--- src/verilog/rts_defines.svh ---
// Offsets, function codes, reset values, presets and timing counts of the ramp select block.
`ifndef RTS_DEFINES_SVH
`define RTS_DEFINES_SVH
// Timing: one setting step of the ramp times is 0.1 s.
`define RTS_CLK_NS 4
`define RTS_TENTH_S_NS 100_000_000
`define RTS_CYC_TENTH (`RTS_TENTH_S_NS / `RTS_CLK_NS)
// Register byte offsets.
`define RTS_OFS_CTRL 8'h00
`define RTS_OFS_STATUS 8'h04
`define RTS_OFS_INT_STAT 8'h08
`define RTS_OFS_INT_MASK 8'h0C
`define RTS_OFS_FREQ_REF 8'h10
`define RTS_OFS_FREQ_OUT 8'h14
`define RTS_OFS_FMAX 8'h18
`define RTS_OFS_SWITCH_FREQ 8'h1C
`define RTS_OFS_JOG_FREQ 8'h20
`define RTS_OFS_JOG_TIMES 8'h24
`define RTS_OFS_ESTOP_TIME 8'h28
`define RTS_OFS_APP 8'h2C
`define RTS_OFS_PRESET_FLAGS 8'h30
`define RTS_OFS_PRESET_VF 8'h34
`define RTS_OFS_CARRIER 8'h38
`define RTS_OFS_ANALOG 8'h3C
`define RTS_OFS_RAMP_BASE 8'h40
`define RTS_OFS_TERM_LO 8'h50
`define RTS_OFS_TERM_HI 8'h54
`define RTS_OFS_SLOT_BASE 8'h80
// Input function codes.
`define RTS_FN_RAMP_BIT0 8'h0A
`define RTS_FN_RAMP_BIT1 8'h1E
`define RTS_FN_ESTOP 8'h0E
`define RTS_FN_BASEBLOCK 8'h0F
// Reset values (frequencies in 0.01 Hz, times in 0.1 s).
`define RTS_RST_RAMP_TIME 16'h0064
`define RTS_RST_JOG_TIME 16'h000A
`define RTS_RST_ESTOP_TIME 16'h0032
`define RTS_RST_FMAX 16'h1770
`define RTS_RST_JOG_FREQ 16'h0258
// Application presets (frequency and voltage in 0.1 units, carrier in 0.1 kHz).
`define RTS_PRE_RAMP_TIME 16'h000A
`define RTS_PRE_MID_FREQ 16'h012C
`define RTS_PRE_MID_VOLT_PUMP 16'h0258
`define RTS_PRE_MID_VOLT_FAN 16'h01F4
`define RTS_PRE_CARRIER 8'h50
`define RTS_PRE_CURVE_F 4'hF
`define RTS_ACCESS_USER 2'h1
`define RTS_GROUP_FIRST 8'h01
`define RTS_GROUP_LAST 8'h18
`endif

--- src/verilog/rts_pkg.sv ---
// Types shared by the ramp select block.
package rts_pkg;
  typedef enum logic [2:0] {RTS_APP_NONE, RTS_APP_PUMP, RTS_APP_RSV2, RTS_APP_FAN, RTS_APP_HVAC,
    RTS_APP_RSV5, RTS_APP_RSV6, RTS_APP_RSV7} rts_app_e;
  typedef enum logic [1:0] {RTS_ST_STOP, RTS_ST_RUN, RTS_ST_ESTOP} rts_state_e;
  typedef struct packed {
    logic [15:0] dec;
    logic [15:0] acc;
  } rts_ramp_pair_s;
  typedef struct packed {
    logic [1:0] access_level;
    logic polarity;
    logic jog;
    logic run;
  } rts_ctrl_s;
  typedef struct packed {
    logic auto_carrier;
    logic stall_decel;
    logic restart;
    logic [3:0] vf_curve;
    logic fwd_only;
    logic [1:0] ctrl_mode;
  } rts_preset_s;
endpackage

--- src/verilog/rts_ramp_select.sv ---
// Ramp time selection, jog, emergency stop and coast logic of a motor drive with an APB slave.
`include "rts_defines.svh"
`timescale 1ns/1ps
`default_nettype none
module rts_ramp_select #(
  parameter logic [31:0] CYC_TENTH = `RTS_CYC_TENTH
) (
  // Clock, reset and enable.
  input wire logic pclk,
  input wire logic presetn,
  input wire logic ce,
  // APB slave.
  input wire logic psel,
  input wire logic penable,
  input wire logic pwrite,
  input wire logic [7:0] paddr,
  input wire logic [31:0] pwdata,
  output logic [31:0] prdata,
  output logic pready,
  output logic pslverr,
  // Terminals and analog inputs.
  input wire logic [5:0] digital_input_terminal,
  input wire logic [9:0] analog_input_first,
  input wire logic [9:0] analog_input_second,
  // Drive outputs.
  output logic [15:0] freq_out,
  output logic power_output_enable,
  output logic emergency_halt_indication,
  output logic irq
);
  import rts_pkg::*;

  // ****************************************
  // Register state
  // ****************************************
  rts_ctrl_s ctrl;
  rts_preset_s preset;
  rts_app_e app;
  rts_state_e state, next_state;
  rts_ramp_pair_s ramp_times [4];
  rts_ramp_pair_s jog_times;
  logic [15:0] slots [16];
  logic [7:0] term_fn [6];
  logic [15:0] freq_ref, fmax, switch_freq, jog_freq, estop_time, mid_freq, mid_volt;
  logic [7:0] carrier;
  logic [2:0] int_stat, int_mask, events;
  logic [9:0] ref_first, ref_second;
  logic [1:0] ramp_set;
  logic [47:0] acc;

  // ****************************************
  // Terminal synchronisers
  // ****************************************
  logic [5:0] din_s1, din_s2, din_s3, din_f;
  always_ff @(posedge pclk or negedge presetn) begin
    if (!presetn) begin
      {din_s3, din_s2, din_s1, din_f} <= 24'h00_0000;
    end else if (ce) begin
      {din_s3, din_s2, din_s1} <= {din_s2, din_s1, digital_input_terminal};
      // A high level counts only once the last two stages agree; a disagreement clears the bit at once.
      din_f <= (din_f & ~(din_s2 ^ din_s3)) | (din_s2 & ~(din_s2 ^ din_s3));
    end
  end

  function automatic logic [5:0] fn_match(input logic [7:0] code);
    logic [5:0] m;
    m = 6'h00;
    for (int i = 0; i < 6; i++) begin
      m[i] = (term_fn[i] == code);
    end
    return m;
  endfunction
  logic [5:0] m_b0, m_b1;
  logic bit0_act, bit1_act, dig_used, estop_act, bb_act;
  assign m_b0 = fn_match(`RTS_FN_RAMP_BIT0);
  assign m_b1 = fn_match(`RTS_FN_RAMP_BIT1);
  assign bit0_act = |(m_b0 & din_f);
  assign bit1_act = |(m_b1 & din_f);
  assign dig_used = |(m_b0 | m_b1);
  assign estop_act = |(fn_match(`RTS_FN_ESTOP) & din_f);
  assign bb_act = |(fn_match(`RTS_FN_BASEBLOCK) & din_f);

  // ****************************************
  // Ramp set selection and drive state
  // ****************************************
  logic [1:0] next_set;
  assign next_set = dig_used ? {bit1_act, bit0_act} :
    (switch_freq != 16'h0000 && freq_out >= switch_freq) ? 2'h3 : 2'h0;
  always_comb begin
    case (state)
      RTS_ST_STOP: next_state = (ctrl.run || ctrl.jog) ? RTS_ST_RUN : RTS_ST_STOP;
      RTS_ST_RUN: next_state = (!ctrl.run && !ctrl.jog && freq_out == 16'h0000) ? RTS_ST_STOP : RTS_ST_RUN;
      // The stop stays latched until the run and jog commands and the input are all gone.
      RTS_ST_ESTOP: next_state = (!ctrl.run && !ctrl.jog && !estop_act) ? RTS_ST_STOP : RTS_ST_ESTOP;
      default: next_state = RTS_ST_STOP;
    endcase
    if (estop_act) begin
      next_state = RTS_ST_ESTOP;
    end
  end
  always_ff @(posedge pclk or negedge presetn) begin
    if (!presetn) begin
      state <= RTS_ST_STOP;
      ramp_set <= 2'h0;
      {emergency_halt_indication, power_output_enable} <= 2'h0;
    end else if (ce) begin
      state <= next_state;
      ramp_set <= next_set;
      emergency_halt_indication <= (next_state == RTS_ST_ESTOP);
      power_output_enable <= !bb_act && (next_state != RTS_ST_STOP);
    end
  end

  // ****************************************
  // Ramp generator and analog reference polarity
  // ****************************************
  logic [15:0] target, raw_target, ramp_time;
  logic [47:0] thr, acc_sum;
  logic going_up;
  always_comb begin
    raw_target = (state == RTS_ST_RUN && ctrl.jog) ? jog_freq :
      (state == RTS_ST_RUN && ctrl.run) ? freq_ref : 16'h0000;
    target = (raw_target > fmax) ? fmax : raw_target;
    going_up = target > freq_out;
    ramp_time = (state == RTS_ST_ESTOP) ? estop_time :
      ctrl.jog ? (going_up ? jog_times.acc : jog_times.dec) :
      going_up ? ramp_times[ramp_set].acc : ramp_times[ramp_set].dec;
  end
  // Each step is 0.01 Hz, so accumulating fmax per cycle against the span in cycles keeps the rate exact.
  assign thr = 48'(ramp_time) * 48'(CYC_TENTH);
  assign acc_sum = acc + {32'h0000_0000, fmax};
  always_ff @(posedge pclk or negedge presetn) begin
    if (!presetn) begin
      freq_out <= 16'h0000;
      acc <= 48'h0000_0000_0000;
    end else if (ce) begin
      if (bb_act) begin
        freq_out <= 16'h0000;
        acc <= 48'h0000_0000_0000;
      end else if (freq_out == target) begin
        acc <= 48'h0000_0000_0000;
      end else if (thr == 48'h0000_0000_0000) begin
        freq_out <= target;
      end else if (acc_sum >= thr) begin
        freq_out <= going_up ? freq_out + 16'h0001 : freq_out - 16'h0001;
        acc <= acc_sum - thr;
      end else begin
        acc <= acc_sum;
      end
    end
  end
  always_ff @(posedge pclk or negedge presetn) begin
    if (!presetn) begin
      {ref_second, ref_first} <= 20'h0_0000;
    end else if (ce) begin
      ref_first <= ctrl.polarity ? ~analog_input_first : analog_input_first;
      ref_second <= ctrl.polarity ? ~analog_input_second : analog_input_second;
    end
  end
  // ****************************************
  // APB slave
  // ****************************************
  logic setup, wr_ok, slot_hit, slot_ok, idle, rd_err;
  logic [3:0] slot_idx;
  logic [31:0] rd_data;
  assign setup = psel && !penable;
  assign wr_ok = psel && penable && pready && pwrite && !pslverr && ce;
  assign slot_hit = paddr[7:6] == 2'h2 && paddr[1:0] == 2'h0;
  assign slot_idx = paddr[5:2];
  assign idle = state == RTS_ST_STOP && freq_out == 16'h0000;
  // Slots take only user level, a stopped drive and a group in range.
  assign slot_ok = ctrl.access_level == `RTS_ACCESS_USER && idle && pwdata[15:8] >= `RTS_GROUP_FIRST &&
    pwdata[15:8] <= `RTS_GROUP_LAST;
  always_comb begin
    rd_data = 32'h0000_0000;
    rd_err = 1'b0;
    case (paddr)
      `RTS_OFS_CTRL: rd_data = {27'h000_0000, ctrl};
      `RTS_OFS_STATUS: rd_data = {26'h000_0000, power_output_enable, bb_act, state == RTS_ST_RUN,
        state == RTS_ST_ESTOP, ramp_set};
      `RTS_OFS_INT_STAT: rd_data = {29'h0000_0000, int_stat};
      `RTS_OFS_INT_MASK: rd_data = {29'h0000_0000, int_mask};
      `RTS_OFS_FREQ_REF: rd_data = {16'h0000, freq_ref};
      `RTS_OFS_FREQ_OUT: rd_data = {16'h0000, freq_out};
      `RTS_OFS_FMAX: rd_data = {16'h0000, fmax};
      `RTS_OFS_SWITCH_FREQ: rd_data = {16'h0000, switch_freq};
      `RTS_OFS_JOG_FREQ: rd_data = {16'h0000, jog_freq};
      `RTS_OFS_JOG_TIMES: rd_data = jog_times;
      `RTS_OFS_ESTOP_TIME: rd_data = {16'h0000, estop_time};
      `RTS_OFS_APP: rd_data = {29'h0000_0000, app};
      `RTS_OFS_PRESET_FLAGS: rd_data = {22'h00_0000, preset};
      `RTS_OFS_PRESET_VF: rd_data = {mid_volt, mid_freq};
      `RTS_OFS_CARRIER: rd_data = {24'h00_0000, carrier};
      `RTS_OFS_ANALOG: rd_data = {6'h00, ref_second, 6'h00, ref_first};
      `RTS_OFS_TERM_LO: rd_data = {term_fn[3], term_fn[2], term_fn[1], term_fn[0]};
      `RTS_OFS_TERM_HI: rd_data = {16'h0000, term_fn[5], term_fn[4]};
      default: begin
        if (paddr[7:4] == 4'h4 && paddr[1:0] == 2'h0) begin
          rd_data = ramp_times[paddr[3:2]];
        end else if (slot_hit) begin
          // Slots read as zero outside user level.
          rd_data = (ctrl.access_level == `RTS_ACCESS_USER) ? {16'h0000, slots[slot_idx]} : 32'h0000_0000;
        end else begin
          rd_err = 1'b1;
        end
      end
    endcase
    rd_err = rd_err || (pwrite && slot_hit && !slot_ok);
  end

  always_ff @(posedge pclk or negedge presetn) begin
    if (!presetn) begin
      {pready, pslverr} <= 2'h0;
      prdata <= 32'h0000_0000;
    end else if (ce) begin
      pready <= setup;
      pslverr <= setup && rd_err;
      prdata <= (setup && !pwrite && !rd_err) ? rd_data : 32'h0000_0000;
    end
  end
  // ****************************************
  // Configuration registers, slots and interrupts
  // ****************************************
  always_ff @(posedge pclk or negedge presetn) begin
    if (!presetn) begin
      ctrl <= '0;
      freq_ref <= 16'h0000;
      fmax <= `RTS_RST_FMAX;
      switch_freq <= 16'h0000;
      jog_freq <= `RTS_RST_JOG_FREQ;
      jog_times <= {`RTS_RST_JOG_TIME, `RTS_RST_JOG_TIME};
      estop_time <= `RTS_RST_ESTOP_TIME;
      int_mask <= 3'h0;
      for (int i = 0; i < 6; i++) begin
        term_fn[i] <= 8'h00;
      end
    end else if (wr_ok) begin
      case (paddr)
        `RTS_OFS_CTRL: ctrl <= pwdata[4:0];
        `RTS_OFS_INT_MASK: int_mask <= pwdata[2:0];
        `RTS_OFS_FREQ_REF: freq_ref <= pwdata[15:0];
        `RTS_OFS_FMAX: fmax <= pwdata[15:0];
        `RTS_OFS_SWITCH_FREQ: switch_freq <= pwdata[15:0];
        `RTS_OFS_JOG_FREQ: jog_freq <= pwdata[15:0];
        `RTS_OFS_JOG_TIMES: jog_times <= pwdata;
        `RTS_OFS_ESTOP_TIME: estop_time <= pwdata[15:0];
        `RTS_OFS_TERM_LO: {term_fn[3], term_fn[2], term_fn[1], term_fn[0]} <= pwdata;
        `RTS_OFS_TERM_HI: {term_fn[5], term_fn[4]} <= pwdata[15:0];
        default: ;
      endcase
    end
  end
  // Ramp times share a process with the application loader, which overwrites set one for the pump application.
  always_ff @(posedge pclk or negedge presetn) begin
    if (!presetn) begin
      app <= RTS_APP_NONE;
      preset <= '0;
      {mid_volt, mid_freq} <= 32'h0000_0000;
      carrier <= 8'h00;
      for (int i = 0; i < 4; i++) begin
        ramp_times[i] <= {`RTS_RST_RAMP_TIME, `RTS_RST_RAMP_TIME};
      end
    end else if (wr_ok) begin
      if (paddr[7:4] == 4'h4 && paddr[1:0] == 2'h0) begin
        ramp_times[paddr[3:2]] <= pwdata;
      end else if (paddr == `RTS_OFS_APP) begin
        app <= rts_app_e'(pwdata[2:0]);
        case (rts_app_e'(pwdata[2:0]))
          RTS_APP_PUMP: begin
            preset <= '{1'b0, 1'b1, 1'b1, `RTS_PRE_CURVE_F, 1'b1, 2'h0};
            ramp_times[0] <= {`RTS_PRE_RAMP_TIME, `RTS_PRE_RAMP_TIME};
            mid_freq <= `RTS_PRE_MID_FREQ;
            mid_volt <= `RTS_PRE_MID_VOLT_PUMP;
          end
          RTS_APP_FAN: begin
            preset <= '{1'b0, 1'b1, 1'b1, `RTS_PRE_CURVE_F, 1'b1, 2'h0};
            mid_freq <= `RTS_PRE_MID_FREQ;
            mid_volt <= `RTS_PRE_MID_VOLT_FAN;
          end
          RTS_APP_HVAC: begin
            preset <= '{1'b1, preset.stall_decel, 1'b1, preset.vf_curve, 1'b1, 2'h0};
            carrier <= `RTS_PRE_CARRIER;
          end
          default: ;
        endcase
      end
    end
  end

  always_ff @(posedge pclk) begin
    if (wr_ok && slot_hit) begin
      slots[slot_idx] <= pwdata[15:0];
    end
  end
  logic bb_prev, reached_prev, reached;
  assign reached = freq_out == target && target != 16'h0000;
  assign events = {reached && !reached_prev, bb_act && !bb_prev, next_state == RTS_ST_ESTOP && state != RTS_ST_ESTOP};
  always_ff @(posedge pclk or negedge presetn) begin
    if (!presetn) begin
      int_stat <= 3'h0;
      {bb_prev, reached_prev} <= 2'h0;
      irq <= 1'b0;
    end else if (ce) begin
      bb_prev <= bb_act;
      reached_prev <= reached;
      // A new event wins over a clear in the same cycle.
      int_stat <= (int_stat & ~((wr_ok && paddr == `RTS_OFS_INT_STAT) ? pwdata[2:0] : 3'h0)) | events;
      irq <= |(int_stat & int_mask);
    end
  end
endmodule // rts_ramp_select
`default_nettype wire

--- config.mk ---
export PLATFORM = sky130hd
export DESIGN_NAME = rts_ramp_select
export DESIGN_NICKNAME = d
export VERILOG_FILES = /design/src/verilog/rts_pkg.sv /design/src/verilog/rts_ramp_select.sv
export VERILOG_INCLUDE_DIRS = /design/src /design/src/verilog
export SDC_FILE = /design/constraint.sdc
export NUM_CORES = 2
export LEC_CHECK = 0
export BUFFER_PORTS_ARGS = -buffer_cell sky130_fd_sc_hd__buf_2
export CAP_MARGIN = 20
export CELL_PAD_IN_SITES_DETAIL_PLACEMENT = 1
export CELL_PAD_IN_SITES_GLOBAL_PLACEMENT = 1
export CORE_MARGIN = 2
export CORE_UTILIZATION = 25
export DETAILED_ROUTE_END_ITERATION = 16
export PLACE_DENSITY_LB_ADDON = 0.1
export SYNTH_ARGS = -nofsm -noshare
export SYNTH_HDL_FRONTEND = slang
export SYNTH_SLANG_ARGS = --single-unit
--- constraint.sdc ---
create_clock -name pclk -period 17.3 [get_ports pclk]
set_input_delay 3.46 -clock pclk [delete_from_list [all_inputs] [get_ports pclk]]
set_output_delay 3.46 -clock pclk [all_outputs]
set_load 0.02 [all_outputs]
Yosys cells after proc, flatten, opt, wreduce, memory -nomap -nowiden
Memories as Yosys holds them, arrays and structs flattened.
Cells that the tools add are included.

word-level totals
  bits in writable memories = 256
  bits of input ports = 72
  output and inout port bits = 53
  memories kept = 1
  bits in registers = 481
  word-level logic and storage cells = 279

cells by class
  multiplexer cells = 50
  eq/ne operators = 54
  bitwise operators = 20
  magnitude comparators = 9
  multipliers = 1
  add/sub/neg operators = 4
  reduce and logical (&&, ||, !) cells = 85

memory list
  name   depth  width  rd ports  clocked after memory_dff  write ports  RTL line               text
  slots  16     16     1         0                         1            rts_ramp_select.sv:42  logic [15:0] slots [16];

operators by type and width
  operator                  count
  $pmux W32 S18             1
  $mux W32                  10
  $mux W16                  14
  $mux W48                  4
  $eq A8 B4 Y1 const B      20
  $bmux W32 S2              2
  $bwmux W128               1
  $eq A8 B5 Y1 const B      10
  $demux W32 S2             1
  $eq A8 B6 Y1 const B      8
  $add A48 B16 Y48          1
  $ge A48 B41 Y1            1
  $logic_not A48 Y1         1
  $sub A48 B41 Y48          1
  $and A6 B6 Y6             6
  $mul A16 B19 Y35 const B  1
  $gt A16 B16 Y1            2
  $pmux W16 S2              1
  $reduce_bool A16 Y1       2
  $logic_and A1 B1 Y1       31
  $reduce_or A6 Y1          5
  $reduce_and A2 Y1         12
  $mux W10                  2
  $not A10 Y10              2
  44 further kinds          84

Depth between registers and ports, before layout
  word-level depth = 16
  gate-level depth with buffers = 61
  gate-level depth less buffers = 54

Worst setup path after synthesis
No wires, ideal clock.

  path type = register to register
  start = register ctrl[1] in the netlist's numbering
  end = register acc[43]
  stages on the path, launching flop included = 55
  slack = 2.159 ns
  clock period less this slack = 15.141 ns
  arrival = 15.051 ns
  data required time = 17.210 ns
  setup time = 0.090 ns
  path buffers = 7
  path through = dfrtp_1 -> clkbuf_1 -> nor4b_1 -> clkbuf_1 -> a22o_1 -> ha_1 -> a21o_1 -> a21oi_1 -> nor2_1 -> a2111oi_0 -> nor2_1 -> o221ai_1 -> clkbuf_1 -> mux2_2 -> ha_1 -> nand3_2 -> or4_1 -> buf_2 -> (+19 left out) -> and3_1 -> o211ai_1 -> a211oi_1 -> nor4_1 -> or2_2 -> ha_1 -> and3_1 -> and2_1 -> and3_1 -> and2_1 -> nand4_1 -> or4_1 -> a211o_1 -> and3_1 -> buf_4 -> o31a_1 -> or4_1 -> o221ai_1

between the ends
  cells in the longest elaborated chain, start to end = 14
  elaborated cells between the ends (all ways) = 20
  classes of those cells = 1 x add/sub; 1 x mul; 3 x order compare; 2 x eq/ne; 10 x mux; 3 x reduce/logical

RTL lines
  item                                                RTL line                                        text
  from (decl)                                         rts_ramp_select.sv:36                           rts_ctrl_s ctrl;
  from (signal assigned)                              rts_ramp_select.sv:239                          `RTS_OFS_CTRL: ctrl <= pwdata[4:0];
  $logic_and A1 B1 Y1                                 rts_ramp_select.sv:121                          raw_target = (state == RTS_ST_RUN && ctrl.jog) ? jog_freq :
  $mux W16                                            rts_ramp_select.sv:121
  $gt A16 B16 Y1                                      rts_ramp_select.sv:123                          target = (raw_target > fmax) ? fmax : raw_target;
  $mux W16                                            rts_ramp_select.sv:123
  $gt A16 B16 Y1                                      rts_ramp_select.sv:124                          going_up = target > freq_out;
  $mux W16, on equally long branches                  rts_ramp_select.sv:127, rts_ramp_select.sv:126
  $mux W16                                            rts_ramp_select.sv:126                          ctrl.jog ? (going_up ? jog_times.acc : jog_times.dec) :
  $mux W16                                            rts_ramp_select.sv:125                          ramp_time = (state == RTS_ST_ESTOP) ? estop_time :
  $mul A16 B19 Y35                                    rts_ramp_select.sv:130                          assign thr = 48'(ramp_time) * 48'(CYC_TENTH);
  $sub A48 B41 Y48 or $ge A48 B41 Y1 (tied branches)  rts_ramp_select.sv:146, rts_ramp_select.sv:144
  $mux W48                                            rts_ramp_select.sv:144                          end else if (acc_sum >= thr) begin
  $mux W48                                            rts_ramp_select.sv:142                          end else if (thr == 48'h0000_0000_0000) begin
  $mux W48                                            rts_ramp_select.sv:140                          end else if (freq_out == target) begin
  $mux W48                                            rts_ramp_select.sv:137                          if (bb_act) begin
  to (signal assigned)                                rts_ramp_select.sv:146                          acc <= acc_sum - thr;
  to (signal assigned)                                rts_ramp_select.sv:148                          acc <= acc_sum;
  to (decl)                                           rts_ramp_select.sv:49                           logic [47:0] acc;

Several ways; a longest one is shown, not always the timed one. The select of a mux whose other input is x is not followed.
A chain may end at the register's enable or synchronous reset.

Worst setup path in the final report
  start = register state[1]
  end = register acc[42]

between the ends
  cells in the longest elaborated chain, start to end = 16
  elaborated cells between the ends (all ways) = 24
  classes of those cells = 1 x add/sub; 1 x mul; 3 x order compare; 4 x eq/ne; 11 x mux; 4 x reduce/logical

RTL lines
  item                                                RTL line                                        text
  from (decl)                                         rts_ramp_select.sv:39                           rts_state_e state, next_state;
  from (signal assigned)                              rts_ramp_select.sv:107                          state <= next_state;
  $eq A2 B1 Y1                                        rts_ramp_select.sv:121, rts_ramp_select.sv:122
  $logic_and A1 B1 Y1                                 rts_ramp_select.sv:122                          (state == RTS_ST_RUN && ctrl.run) ? freq_ref : 16'h0000;
  $mux W16                                            rts_ramp_select.sv:122
  $mux W16                                            rts_ramp_select.sv:121
  $gt A16 B16 Y1                                      rts_ramp_select.sv:123
  $mux W16                                            rts_ramp_select.sv:123
  $gt A16 B16 Y1                                      rts_ramp_select.sv:124
  $mux W16, on equally long branches                  rts_ramp_select.sv:127, rts_ramp_select.sv:126
  $mux W16                                            rts_ramp_select.sv:126
  $mux W16                                            rts_ramp_select.sv:125
  $mul A16 B19 Y35                                    rts_ramp_select.sv:130
  $sub A48 B41 Y48 or $ge A48 B41 Y1 (tied branches)  rts_ramp_select.sv:146, rts_ramp_select.sv:144
  $mux W48                                            rts_ramp_select.sv:144
  $mux W48                                            rts_ramp_select.sv:142
  $mux W48                                            rts_ramp_select.sv:140
  $mux W48                                            rts_ramp_select.sv:137

Several ways; a longest one is shown, not always the timed one. The select of a mux whose other input is x is not followed.

==> results.json <==
{
  "die_y_um": 424,
  "period_share": 0.938,
  "synth_seq_cells": 716,
  "gp_congestion": 0.858,
  "clkTransAtPathRegs_ns": 0.06,
  "r2r_slack_ns": 1.07,
  "r2r_end": "acc[42]",
  "synth_cell_type_count": 94,
  "r2r-start": "state[1]",
  "antenna_found_initial": 12,
  "clock-skew-final_ns": 0.0556,
  "cts_tree": "done",
  "cpPeakStageDelay_ns": 0.74,
  "crit_type": "reg2reg",
  "die-area_um2": 180000,
  "finalSetupViolations": 0,
  "period_minus_slack_ns": 16.23,
  "power_frac_comb": 0.373,
  "syn_area_um2": 44200,
  "die_w_um": 424,
  "start_util": 0.251,
  "clockBufferDepth": 3,
  "cp_slowest_cell": "or4_1",
  "synth_nets": 4221,
  "grt_overflow_total": 0,
  "report.final.hold_viol_count": 0,
  "synth_async_sr_flop_share": 0.642,
  "num_vias": 32500,
  "synth-edff-count": 256,
  "switching_share": 0.383,
  "reg2regPathDepth": 52,
  "finalNetCount": 4346,
  "first_pass_iters": 6,
  "rsz0062_at_grt": "no",
  "clock-sinks": 716,
  "peakVddDrop_v": 0.0000890,
  "numCtsBuffers": 89,
  "rows": 154,
  "dp_hpwl_um": 135000,
  "critPathLaunchType": "flip-flop",
  "seqPwrFrac": 0.314,
  "power_uw": 6290,
  "worstPathRequired_ns": 17.88,
  "wl_per_cell_um": 28.9,
  "timing.fmax_mhz": 61.6,
  "p_sw_uw": 2410,
  "syn2layout_area_growth_pct": 15.5,
  "final_util": 0.290,
  "grt_start_max_net_pins": 72,
  "clk_latency_ns": 0.73,
  "cts_setup_buffers": 0,
  "via_per_inst": 5.12,
  "ys_warn_count": 0,
  "first_global_vias": 34300,
  "pin_count": 125,
  "slew_violations": 0,
  "core_area_um2": 176000,
  "grt_use_total": 0.202,
  "syn_area_per_cell_um2": 11.6,
  "cp-end-kind": "flip-flop",
  "synth_ff_type": "dfrtp_1",
  "antenna_left": 0,
  "drt-initial-drc-count": 2191,
  "syn_inst": 3804,
  "cp.arrival_ns": 16.81,
  "crit_path_end": "acc[42]",
  "grt_pass1_wl_um": 263000,
  "p_leak_uw": 0.0215,
  "power_frac_clock": 0.313,
  "drv_cap": 0,
  "p_per_area_nw_per_um2": 123,
  "drcViolationCount": 0,
  "portBuffers": 124,
  "tns_ns": 0,
  "outcome": "finished, final reports clean",
  "slew_headroom": 0.338,
  "tightest_slew_ns": 0.994,
  "crit_fanout": 33,
  "htreeDepth": 3,
  "crit_start": "state[1]",
  "drive_gt1_frac": 0.229,
  "p_int_uw": 3880,
  "root_buffer": "clkbuf_16",
  "wl_um": 183000,
  "hp-class": "reg2reg",
  "ys_seq_area_frac": 0.436
}
==> metal layers <==
metal	track usage	share of wire	vias to the layer above
met5	0	0.00019	-
met4	0.0704	0.037	6
met3	0.0226	0.032	220
met2	0.346	0.49	651
met1	0.265	0.44	17100
li1	-	-	14500
==> cell usage in the layout, fill, tap and decap left out, types with 105 or more instances in the layout <==
master / n
dfrtp_1: 416
nand2_1: 287
inv_1: 279
mux2_2: 270
edfxtp_1: 256
ha_1: 236
nor2_1: 157
mux4_2: 157
a21oi_1: 144
o21ai_0: 125
buf_2: 120
fa_1: 109
buf_4: 105
==> power by group through the flow <==
stage / clock (uW) / sequential, uW / combinational [uW]
after floorplan: 0 / 1970 / 1600
after global placement: 0 / 2010 / 2410
after detailed placement: 0 / 2010 / 2390
after CTS: 2020 / 1980 / 2400
after global routing: 2080 / 1990 / 2620
final: 1970 / 1970 / 2350
==> sequential cells by signal (all words and copies together) (netlist names), 6 cells and up <==
| register | count |
|---|---|
| acc | 48 |
| din_f | 6 |
| din_s1 | 6 |
| din_s2 | 6 |
| din_s3 | 6 |
| estop_time | 16 |
| fmax | 16 |
| freq_out | 16 |
| freq_ref | 16 |
| jog_freq | 16 |
| jog_times | 32 |
| prdata | 32 |
| ramp_times | 128 |
| ref_first | 10 |
| ref_second | 10 |
| slots | 256 |
| switch_freq | 16 |
| term_fn | 48 |
==> per-stage QoR <==
stage / area, um^2 / worst slack (ns) / cells / hold WS [ns]
finish: 51100 / 1.07 / 6344 / 0.466
global route: 51100 / 0.000488 / 6343 / 0.498
CTS: 51000 / 0.926 / 6342 / 0.465
detailed placement: 48000 / 1.01 / 6177 / 0.451
global placement: 48000 / 1.35 / 6177 / 0.445
floorplan: 44200 / 2.16 / 3804 / 0.428
==> worst min path at each step <==
stage	start	endpoint	cells past startpoint
after global placement	preset[7]	preset[7]	1
after floorplan	preset[7]	preset[7]	1
after global routing	carrier[4]	carrier[4]	1
after detailed placement	preset[7]	preset[7]	1
after CTS	preset[7]	preset[7]	1
final	preset[7]	preset[7]	1
==> Yosys cell counts, types with 20 or more instances <==
library cell,number,share of area
a22oi_1,38,0.0065
a22o_1,70,0.014
nor2b_1,25,0.0035
o31ai_1,34,0.0058
edfxtp_1,256,0.17
mux2i_1,32,0.0072
mux2_2,270,0.069
inv_1,280,0.024
o211ai_1,22,0.0037
nor4_1,35,0.0050
o2bb2ai_1,28,0.0055
a21o_1,57,0.0097
ha_1,236,0.067
nand4_1,40,0.0057
o21ai_0,125,0.014
a21oi_1,144,0.016
dfrtp_1,418,0.24
xor2_1,28,0.0055
xnor2_1,95,0.019
dfstp_2,42,0.025
buf_1,32,0.0027
a222oi_1,28,0.0063
a211oi_1,23,0.0039
and3_1,36,0.0051
nand2b_1,21,0.0030
fa_1,109,0.049
o21a_1,29,0.0049
a221oi_1,25,0.0050
buf_2,20,0.0023
nand3_1,88,0.010
clkbuf_1,136,0.012
nand2_1,289,0.025
nor3_1,86,0.0097
nor2_1,180,0.015
mux4_2,157,0.080
==> critical path: cells and delay by family, from the launching register on <==
kind	cells	cell delay, ns
AO/OA/AOI/OAI	15	4.05
XOR/XNOR	2	0.71
adder cells (fa/ha/maj)	10	4.28
buffers and inverters	8	1.74
flip-flops	1	0.46
multiplexers	2	1.06
AND/OR/NAND/NOR	15	3.70
==> cells by family after synthesis <==
family,Yosys count,share of synthesized area
flip-flops,716,0.436
adder cells (fa/ha/maj),345,0.116
buffers and inverters,476,0.0418
XOR/XNOR,123,0.0244
multiplexers,459,0.156
AO/OA/AOI/OAI,779,0.126
AND/OR/NAND/NOR,906,0.100
==> what timing repair did <==
| action | CTS | global route |
|---|---|---|
| hold buffers | 0 | 0 |
| resized for setup | 0 | 2 |
| endpoints found under the setup margin | 0 | 25 |
==> cell type report <==
cell class | count | area, um^2
Timing Repair Buffer | 229 | 1460
Tap cell | 2340 | 2930
Inverter | 281 | 1060
Sequential cell | 716 | 19300
Multi-Input combinational cell | 2612 | 23300
Antenna cell | 1 | 2.50
Clock buffer | 126 | 2530
Clock inverter | 39 | 527
Fill cell | 19300 | 125000
Note: power is estimated with default switching activity, not from simulation.
